File: src/core/query_pkg.sv
package query_pkg;
  localparam logic [7:0] cmd_query = 8'h98;
  localparam logic [7:0] cmd_reset = 8'hf0;
  localparam logic [7:0] addr_entry_word = 8'h55;
  localparam logic [7:0] addr_entry_byte = 8'haa;
  localparam logic [7:0] addr_table_lo = 8'h10;
  localparam logic [7:0] addr_table_hi = 8'h42;
  localparam logic [7:0] undef_value = 8'h00;
  localparam logic [7:0] region2_big = 8'h3d;
  localparam logic [7:0] region2_small = 8'h1d;
  typedef enum logic [1:0] {
    mode_array,
    mode_autosel,
    mode_query
  } mode_e;
endpackage

File: src/core/query_bus_if.sv
`timescale 1ns/1ps
interface query_bus_if;
  logic [7:0] addr;
  logic big_density;
  logic [7:0] value;
  logic hit;
  modport ctrl (output addr, output big_density, input value, input hit);
  modport rom (input addr, input big_density, output value, output hit);
endinterface

File: src/core/query_rom.sv
`timescale 1ns/1ps
module query_rom (
  query_bus_if.rom bus
);
  logic [7:0] v;
  logic h;
  assign bus.value = v;
  assign bus.hit = h;
  always_comb begin
    h = 1'b1;
    unique case (bus.addr)
      8'h10: v = 8'h51;
      8'h11: v = 8'h52;
      8'h12: v = 8'h59;
      8'h13: v = 8'h02;
      8'h15: v = 8'h40;
      8'h1b: v = 8'h23;
      8'h1c: v = 8'h27;
      8'h1f: v = 8'h04;
      8'h21: v = 8'h09;
      8'h23: v = 8'h05;
      8'h25: v = 8'h07;
      8'h27: v = 8'h16;
      8'h28: v = 8'h05;
      8'h2c: v = 8'h03;
      8'h2d, 8'h35: v = 8'h07;
      8'h2f, 8'h37: v = 8'h20;
      8'h31: v = bus.big_density ? query_pkg::region2_big
                                 : query_pkg::region2_small;
      8'h34: v = 8'h01;
      8'h40: v = 8'h50;
      8'h41: v = 8'h52;
      8'h42: v = 8'h49;
      // zero entries
      8'h14, 8'h16, 8'h17, 8'h18, 8'h19, 8'h1a, 8'h1d, 8'h1e,
      8'h20, 8'h22, 8'h24, 8'h26, 8'h29, 8'h2a, 8'h2b, 8'h2e,
      8'h30, 8'h32, 8'h33, 8'h36, 8'h38, 8'h39, 8'h3a, 8'h3b,
      8'h3c: v = 8'h00;
      default: begin
        v = query_pkg::undef_value;
        h = 1'b0;
      end
    endcase
  end
endmodule

File: src/core/flash_query_table_mode.sv
`timescale 1ns/1ps
// Summary of operation
// - word width: writing 98h to address 55h enters query mode.
// - byte width: the entry command is taken at address aah instead.
// - entry accepted whenever idle in array read.
// - reset command leaves query mode, back to the mode it was entered from.
// - entry command also accepted from autoselect mode.
// - reset after entry from autoselect returns to autoselect.
// - 10h-12h read 51h 52h 59h, the ascii id string.
// - 13h,14h read 02h then 00h, command set code.
// - 15h,16h read 40h,00h, extended table pointer.
// - 17h through 1ah read zero.
// - 1bh,1ch read 23h,27h supply limits.
// - 1dh,1eh read zero, no programming-voltage pin.
// - typical timeouts: 1fh=04h, 21h=09h, 20h and 22h zero.
// - max timeout multipliers: 23h=05h, 25h=07h, 24h and 26h zero.
// - 27h reads 16h, device size.
// - 28h,29h read 05h,00h, interface code.
// - 2ah,2bh read zero, no buffered programming.
// - 2ch reads 03h, number of erase regions.
// - 2dh-30h read 07h 00h 20h 00h.
// - 31h reads 3dh or 1dh by density; 32h-34h 00h 00h 01h.
// - 35h-38h read 07h 00h 20h 00h.
// - 39h-3ch read zero.
// - 40h-42h read 50h 52h 49h.
module flash_query_table_mode #(
  parameter int DATA_W = 32
) (
  input wire logic clk,
  input wire logic rst,
  input wire logic wr_stb,
  input wire logic rd_stb,
  input wire logic [7:0] addr,
  input wire logic [7:0] wr_data,
  input wire logic byte_mode,
  input wire logic big_density,
  input wire logic busy,
  input wire logic autosel_enter,
  input wire logic [DATA_W-1:0] array_data,
  input wire logic [DATA_W-1:0] autosel_data,
  output logic [DATA_W-1:0] rd_data,
  output logic rd_valid,
  output logic query_active,
  output logic autosel_active
);
  query_pkg::mode_e mode_r, mode_nxt, ret_r, ret_nxt;
  logic [DATA_W-1:0] rd_data_nxt;
  query_bus_if tbl ();

  assign tbl.addr = addr;
  assign tbl.big_density = big_density;

  wire logic [7:0] entry_addr = byte_mode ? query_pkg::addr_entry_byte
                                          : query_pkg::addr_entry_word;
  wire logic is_entry = wr_stb && wr_data == query_pkg::cmd_query &&
                        addr == entry_addr;
  wire logic is_reset = wr_stb && wr_data == query_pkg::cmd_reset;
  // entry refused while an embedded operation keeps the array busy
  wire logic can_enter = !busy && mode_r != query_pkg::mode_query;
  // range guard keeps a stray decode outside the table from leaking out
  wire logic tbl_hit = tbl.hit && addr >= query_pkg::addr_table_lo &&
                       addr <= query_pkg::addr_table_hi;
  wire logic [7:0] tbl_byte = tbl_hit ? tbl.value
                                      : query_pkg::undef_value;

  query_rom rom (
    .bus(tbl)
  );

  always_comb begin
    mode_nxt = mode_r;
    ret_nxt = ret_r;
    unique case (mode_r)
      query_pkg::mode_array: begin
        if (is_entry && can_enter) begin
          mode_nxt = query_pkg::mode_query;
          ret_nxt = query_pkg::mode_array;
        end else if (autosel_enter) begin
          mode_nxt = query_pkg::mode_autosel;
        end
      end
      query_pkg::mode_autosel: begin
        if (is_entry && can_enter) begin
          mode_nxt = query_pkg::mode_query;
          ret_nxt = query_pkg::mode_autosel;
        end else if (is_reset) begin
          mode_nxt = query_pkg::mode_array;
        end
      end
      query_pkg::mode_query: begin
        if (is_reset) begin
          mode_nxt = ret_r;
        end
      end
      default: mode_nxt = query_pkg::mode_array;
    endcase
  end

  always_comb begin
    rd_data_nxt = '0;
    unique case (mode_r)
      // upper lines held low for every width
      query_pkg::mode_query:
        rd_data_nxt[7:0] = tbl_byte;
      query_pkg::mode_autosel: rd_data_nxt = autosel_data;
      default: rd_data_nxt = array_data;
    endcase
  end

  always_ff @(posedge clk or posedge rst) begin
    if (rst) begin
      mode_r <= query_pkg::mode_array;
      ret_r <= query_pkg::mode_array;
    end else begin
      mode_r <= mode_nxt;
      ret_r <= ret_nxt;
    end
  end

  always_ff @(posedge clk or posedge rst) begin
    if (rst) begin
      rd_data <= '0;
      rd_valid <= 1'b0;
      query_active <= 1'b0;
      autosel_active <= 1'b0;
    end else begin
      rd_data <= rd_stb ? rd_data_nxt : '0;
      rd_valid <= rd_stb;
      query_active <= mode_nxt == query_pkg::mode_query;
      autosel_active <= mode_nxt == query_pkg::mode_autosel;
    end
  end
endmodule

File: config.mk
export PLATFORM = sky130hd
export DESIGN_NAME = flash_query_table_mode
export DESIGN_NICKNAME = d
export VERILOG_FILES = /design/src/core/query_pkg.sv /design/src/core/query_bus_if.sv /design/src/core/query_rom.sv /design/src/core/flash_query_table_mode.sv
export SDC_FILE = /design/constraint.sdc
export NUM_CORES = 1
export LEC_CHECK = 0
export BUFFER_PORTS_ARGS = -buffer_cell sky130_fd_sc_hd__buf_2
export CAP_MARGIN = 20
export CORE_MARGIN = 10
export CORE_UTILIZATION = 41
export DETAILED_ROUTE_END_ITERATION = 8
export PLACE_DENSITY = 0.75
export SLEW_MARGIN = 20
export SYNTH_ARGS = -nofsm -noshare
export SYNTH_HDL_FRONTEND = slang
export SYNTH_SLANG_ARGS = --single-unit
File: constraint.sdc
create_clock -name clk -period 1.9 [get_ports clk]
set_input_delay 0.285 -clock clk [delete_from_list [all_inputs] [get_ports clk]]
set_output_delay 0.285 -clock clk [all_outputs]
set_load 0.02 [all_outputs]
* Word-level counts from Yosys, hierarchy flattened
Cells that the tools add are included.
** Operators by class
- Magnitude comparators :: 2
- Muxes and demuxes :: 17
- Reductions and logical operators :: 16
- Eq/ne operators :: 58
** Operator list (number)
- $eq 8x6->1 const B :: 29
- $pmux 8 s18 :: 1
- $eq 8x5->1 const B :: 16
- $pmux 24 s2 :: 1
- $reduce_or 48->1 :: 1
- $mux 32 :: 1
- $eq 8x7->1 const B :: 3
- $eq 8x8->1 const B :: 2
- $mux 8 :: 2
- $pmux 8 s2 :: 1
- $mux 2 :: 7
- $eq 8x8->1 :: 1
- $ge 8x5->1 const B :: 1
- $le 8x7->1 const B :: 1
- $logic_and 1x1->1 :: 7
- $mux 6 :: 1
- $ne 2x2->1 const B :: 3
- $pmux 2 s3 :: 1
- $reduce_or 2->1 :: 3
- $eq 2x1->1 const B :: 2
- $eq 2x2->1 const B :: 2
- $pmux 2 s2 :: 1
- $reduce_and 3->1 :: 1
- $reduce_or 3->1 :: 1
- other kinds (4) :: 4
** Storage, ports and cells
- Logic and storage cells :: 99
- Register bits after elaboration :: 39
- Output and inout bits :: 35

* Depth between registers and ports, before layout
Gate-level depths: netlist of run 1.
- Word-level depth :: 8
- Gate-level depth with buffers :: 7
- Mapped depth without buffers :: 7

* Modules after synthesis
From an unflattened synthesis of run 1, not the netlist that was laid out.
** Second synthesis, totals
- Cell total of the unflattened synthesis :: 268
- Area total of the unflattened synthesis :: 2497.4 um2
** Modules (own cells, without submodules)
- flash_query_table_mode :: instances 1, area each 1829.3 um2, cells an instance 161
- query_rom :: instances 1, area each 668.1 um2, cells an instance 107

* Worst setup path after synthesis of run 1
Ideal clock, no wire load.
- Kind :: reg-to-reg
- Start point :: register mode_r[0]
- End point :: register query_active
- Cell stages (with the launch flop) :: 7
- Library setup time :: 0.094 ns
- Path slack :: -0.153 ns
- Arrival time :: 1.960 ns
- Cells stage by stage :: dfrtp_1 inv_1 ha_1 or4b_4 a2111oi_4 o21ai_1 a221oi_2
** Between the ends
- Longest elaborated chain between the ends :: 6
- Elaborated cells between the ends (all ways) :: 13
** RTL lines
- from (decl) :: RTL line flash_query_table_mode.sv:46 : query_pkg::mode_e mode_r, mode_nxt, ret_r, ret_nxt;
- from (signal assigned) :: RTL line flash_query_table_mode.sv:112 : mode_r <= query_pkg::mode_array;
- from (signal assigned) :: RTL line flash_query_table_mode.sv:115 : mode_r <= mode_nxt;
- $ne 2x2->1 :: RTL line flash_query_table_mode.sv:59 : wire logic can_enter = !busy && mode_r != query_pkg::mode_query;
- $logic_and 1x1->1 :: RTL line flash_query_table_mode.sv:59
- $logic_and 1x1->1 :: RTL line flash_query_table_mode.sv:75, flash_query_table_mode.sv:83
- $mux 2, on equally long branches :: RTL line flash_query_table_mode.sv:83, flash_query_table_mode.sv:75
- $pmux 2 s3 (*) :: RTL line flash_query_table_mode.sv:73 : unique case (mode_r)
- $eq 2x2->1 (*) :: RTL line flash_query_table_mode.sv:129 : query_active <= mode_nxt == query_pkg::mode_query;
- to (signal assigned) :: RTL line flash_query_table_mode.sv:129
- to (decl) :: RTL line flash_query_table_mode.sv:43 : output logic query_active,
Mark *: on every way between the ends. The rest lies on a longest branch, timed or not.
A chain may end at the register's enable or synchronous reset.

* Final worst setup path of run 1
Ends and elaborated chain as after synthesis.

==> results of run 1 <==
## flip-flops by register name (all words and copies together) (netlist names)
name and flops:
query_active 1, rd_data 32, ret_r 1, autosel_active 1, mode_r 2, rd_valid 1
## cell families after synthesis
logic type | count (synthesis) | synth area share
fa+ha+maj | 4 | 0.0216
xor+xnor | 2 | 0.00755
buf+inv | 25 | 0.0442
compound gates | 79 | 0.217
simple gates | 120 | 0.300
flops | 38 | 0.410
## cell type report
| type | count | area [um^2] |
|---|---|---|
| Inverter | 8 | 32.5 |
| Clock inverter | 1 | 30.0 |
| Fill cell | 521 | 2260 |
| Clock buffer | 6 | 82.6 |
| Timing Repair Buffer | 141 | 757 |
| Multi-Input combinational cell | 205 | 1300 |
| Sequential cell | 38 | 951 |
| Tap cell | 72 | 90.1 |
## placed cells by master, fill, tap and decap left out, types with 2 or more instances in the layout
cell / instances
a31oi_1: 2
o21ai_0: 4
clkbuf_8: 6
xnor2_1: 2
and2_1: 2
o211ai_1: 2
o32ai_1: 2
buf_4: 18
nor3_1: 3
dfrtp_1: 38
nor2b_1: 34
a2bb2oi_1: 2
nand4_1: 3
and3b_1: 2
nand2_1: 12
nor4b_2: 3
nor2_1: 34
o22ai_1: 4
a211oi_1: 3
inv_1: 6
o41ai_1: 2
a21oi_1: 41
o21ai_2: 2
nor3b_1: 5
nand2b_1: 3
nor4_1: 2
o31ai_1: 3
buf_2: 122
and2_0: 2
nand3_1: 5
ha_2: 2
a21oi_2: 2
## timing repair
| item | 4_1_cts | 5_1_grt |
|---|---|---|
| endpoints found under the setup margin | 2 | 15 |
| pin swaps | 4 | 5 |
| resized for setup | 3 | 7 |
| gates cloned | 0 | 0 |
| buffers inserted | 3 | 0 |
## per-stage QoR
step	hold slack (ns)	worst slack, ns
floorplan	0.316	0.0197
global placement	0.420	0.0358
detailed placement	0.430	-0.0879
CTS	0.120	-0.0723
global route	0.152	-0.0433
finish	0.110	0.0480
## power by group
group,switching [mW],internal [mW],leakage [nW]
combinational,0.981,0.595,1.03
clock,0.263,0.420,0.0573
sequential,0.0488,0.996,0.501
total,1.29,2.01,1.59
## tightest hold or removal path, cell delays in order
cell and delay (ns):
buf_2 0.10, inv_1 0.05, buf_4 0.40
## metal layers
metal,vias to the layer above,part of all wire,global-route usage
li1,1213,-,-
met1,1107,0.38,0.191
met2,122,0.49,0.264
met3,8,0.12,0.0558
met4,0,0.012,0.0461
met5,-,0,0
## worst paths after layout
path / startpoint / slack, ns / end / cells after the start
setup / recovery: mode_r[0] / 0.05 / query_active / 7
hold / removal: rst / 0.11 / rd_data[7] / 3
hold reg to reg: ret_r[0] / 0.51 / ret_r[0] / 1
min in group clk: rd_stb / 0.18 / rd_valid / 1
max in group asynchronous: rst / 1.47 / rd_valid / 3
setup reg to reg: mode_r[0] / 0.05 / query_active / 7
==> results.yml, run 1 <==
outcome:
  outcome: "completed"
global_routing:
  grtUsageTotal: 0.159
  grt_pass1_vias: 2394
  grt_max_degree: 39
  grt_pass1_wl_mm: 11.7
  gr-total-overflow: 0
  antenna_found_initial: 0
synthesis:
  synth_enable_flop_cells: 0
  ys_types: 51
  async_flop_share: 1.00
  synth_most_common_cell: "a21oi_1"
  synth_top_flop_cell: "dfrtp_1"
  syn_avg_cell_area_um2: 8.66
  syn-cell-area_um2: 2320
  synth_seq_area_share: 0.410
  synth_top_area_cell: "dfrtp_1"
  syn_nets: 360
  synthCells: 268
  ys_ff_latch: 38
  yosys_warnings: 0
  ys_top_cells_by_area: "dfrtp_1, a21oi_1, nor2b_1"
  yosysTopAreaCellShare: 0.410
  synthTopCellsByCount: "a21oi_1, dfrtp_1, nor2_1, nor2b_1, nand2_1"
cells_and_area:
  drive_gt1_frac: 0.419
  area_growth_syn_to_layout_pct: 39.8
  fin_cells: 471
  utilization: 0.589
  nNetsFinal: 491
  design_area_um2: 3240
  n_antenna_cell: 0
setup_path:
  cp-end-kind: "register"
  path_cells: "inv_2 -> ha_2 -> or4b_4 -> a2111oi_4 -> buf_4 -> o21ai_2 -> a221oi_2"
  required_ns: 2.10
  cp_max_fo: 5
  path_delay_family: "simple AND/OR/NAND/NOR gates"
  max_stage_delay_ns: 0.49
  path_buf_inv: 2
  path_class: "reg -> reg"
  critPathLaunchType: "register"
  critPathArrivalTime_ns: 2.05
  worst_path_max_delay_cell: "or4b_4"
cts:
  cts_root_buffer: "clkbuf_8"
  htreeDepth: 2
  cts_sinks: 38
  clk_pin_slew_ns: 0.08
  cts_buffers: 5
  cts_tree: "done"
  cts.path.max_buffers: 2
  worst_skew_pair.late_latency_ns: 0.28
  holdBufCountCts: 0
floorplan:
  io_pins: 123
  die_x_um: 95.2
  rows: 27
  start_util: 0.421
  dieArea_um2: 9070
  dieHeight_um: 95.2
  coreArea_um2: 5510
timing:
  min_period_ns: 1.85
  fin_skew_ns: 0.00849
  finalHoldViolations: 0
  fmax_mhz: 540
  slew-limit-headroom: 0.694
  setup_tns_ns: 0
  worst_pin_slew_ns: 0.459
  slew_viol_final: 0
  setup_viol: 0
  rsz0062_at_grt: "yes"
  period_share: 0.975
drt:
  routed_wl_mm: 7.46
  first_pass_iters: 4
  drt-initial-drc-count: 146
  vias_per_cell: 5.20
  vias: 2450
  routedWlPerCell_um: 15.8
  detail-route-antenna-nets: 0
  drc: 0
pwr:
  powerDensity_nw_per_um2: 1020
  finalPower_mw: 3.30
  vdd_drop_max_mv: 0.788
  p_leak_nw: 1.59
min_path:
  min-delay-path-class: "in -> async"
flow_run:
  drv_cap: 0
place:
  place_area_um2: 3070
  gp_congestion: 0.925
  place_hpwl_mm: 6.07
  port_buffers: 122
  placedCellCount: 461
(Power assumes the default switching activity.)
==> inputs of run 2 (changes only) <==
CORE_UTILIZATION = 49   (was 41)
PLACE_DENSITY = 0.84   (was 0.75)
clock period = 2.2 ns   (was 1.9 ns; I/O delays follow)
==> results.yml, run 2 (synthesis gave the netlist of run 1 again) <==
outcome:
  outcome: "completed"
cells_and_area:
  reg_top3: "rd_data x32, mode_r x2"
  final-seq-area_um2: 951
  fin_cells: 442
  regMostFlops: "rd_data"
  final_cell_mix: "buf_2, a21oi_1, dfrtp_1"
  area_growth_syn_to_layout_pct: 33.0
  fillCellCount: 378
  nNetsFinal: 481
  multi_input_area_um2: 1270
  n_antenna_cell: 0
  largest_register_ffs: 32
  final_common_cell: "buf_2"
  drive_gt1_frac: 0.382
place:
  place_hpwl_mm: 6.09
  port_buffers: 122
  placedCellCount: 434
  post-place-ws_ns: 0.0436
  gp_congestion: 0.919
pwr:
  powerDensity_nw_per_um2: 866
  seqPwrFrac: 0.339
  p_clk_frac: 0.181
  swShare: 0.414
  intPower_mw: 1.57
  p_leak_nw: 1.53
  power.switching_mw: 1.11
  p_comb_frac: 0.480
  vdd_drop_max_mv: 0.559
timing:
  setup_tns_ns: 0
  fin_ws_ns: 0.155
  slew_viol_final: 0
  setup_viol: 0
  period_share: 0.929
  min_period_ns: 2.04
  worst_pin_slew_ns: 0.631
  fmax_mhz: 489
  slew-limit-headroom: 0.578
  finalHoldViolations: 0
  fin_skew_ns: 0.00566
  rsz0062_at_grt: "no"
cts:
  cts_resized: 0
  worst_skew_pair.late_latency_ns: 0.28
  clk_pin_slew_ns: 0.08
  htreeDepth: 2
  holdBufCountCts: 0
  cts_tree: "done"
  cts_root_buffer: "clkbuf_8"
  post-cts-setup-buffers: 0
  cts_sinks: 38
  cts.path.max_buffers: 2
  cts_buffers: 5
setup_path:
  worst_path_max_delay_cell: "or4b_4"
  path_class: "reg -> reg"
  path_cells: "inv_1 -> ha_1 -> or4b_4 -> a2111oi_4 -> o21ai_1 -> a221oi_2"
  critPathArrivalTime_ns: 2.24
  critPathLaunchType: "register"
  path_buf_inv: 1
  cp-end-kind: "register"
  max_stage_delay_ns: 0.53
  cp_max_fo: 5
  path_delay_family: "compound AO/OA/AOI/OAI gates"
  required_ns: 2.39
drt:
  drt-initial-drc-count: 191
  drc: 0
  vias_per_cell: 5.51
  vias: 2437
  routed_wl_mm: 7.50
  first_pass_iters: 4
  routedWlPerCell_um: 17.0
  detail-route-antenna-nets: 0
flow_run:
  drv_cap: 0
global_routing:
  antenna_found_initial: 0
  grt_pass1_vias: 2443
  grt_max_degree: 39
  gr-total-overflow: 0
  grtUsageTotal: 0.182
  grt_pass1_wl_mm: 11.6
floorplan:
  dieHeight_um: 88.8
  start_util: 0.518
  coreArea_um2: 4470
  dieArea_um2: 7890
  rows: 24
  io_pins: 123
  die_x_um: 88.8
min_path:
  min-delay-path-class: "in -> async"
-- run 2: changes by cell type in the layout (fill, tap and decap cells not counted), sizes merged --
cell	previous run	this run
clkinvlp	0	1
clkinv	0	1
bufinv	1	0
buf	141	131
-- run 2: per-layer routing --
metal  routed length (um)  global-route usage
met3                  720              0.0460
met1                 2990               0.221
met4                   86              0.0396
met5                    0                   0
met2                 3700               0.314
-- run 2: area by class of cell --
class,count,area share
timing repair buffer,131,0.220
clock buffer,6,0.0268
multi-input combinational,205,0.410
sequential,38,0.308
inverter,8,0.00973
clock inverter,2,0.00406
tap,52,0.0211
-- run 2: tightest hold or removal path, stage by stage --
cell,delay (ns)
buf_2,0.10
inv_1,0.04
buf_4,0.40
-- run 2: through the flow --
stage | utilization | area (um^2) | hold WS (ns) | power (mW)
2_1_floorplan | - | 2320 | 0.361 | 1.77
3_5_place_dp | 0.668 | 2990 | 0.466 | 2.21
4_1_cts | 0.690 | 3090 | 0.166 | 2.69
3_3_place_gp | 0.668 | 2990 | 0.456 | 2.16
6_report | 0.690 | 3090 | 0.145 | 2.67
5_1_grt | 0.690 | 3090 | 0.190 | 2.86
-- run 2: power groups by stage --
stage	Combinational, mW	Clock, mW	Sequential (mW)
6_report	1.28	0.483	0.905
5_1_grt	1.40	0.530	0.927
4_1_cts	1.29	0.494	0.905
3_5_place_dp	1.29	0	0.921
3_3_place_gp	1.25	0	0.911
2_1_floorplan	0.636	0	1.13
-- run 2: final timing paths --
path | startpoint | to | slack (ns) | depth (start not counted)
worst min register to register | ret_r[0] | ret_r[0] | 0.52 | 1
worst min-delay path | rst | rd_data[19] | 0.14 | 3
worst max-delay path | mode_r[0] | query_active | 0.16 | 6
max in group asynchronous | rst | ret_r[0] | 1.73 | 3
worst max register to register | mode_r[0] | query_active | 0.16 | 6
min in group clk | rd_stb | rd_valid | 0.23 | 1
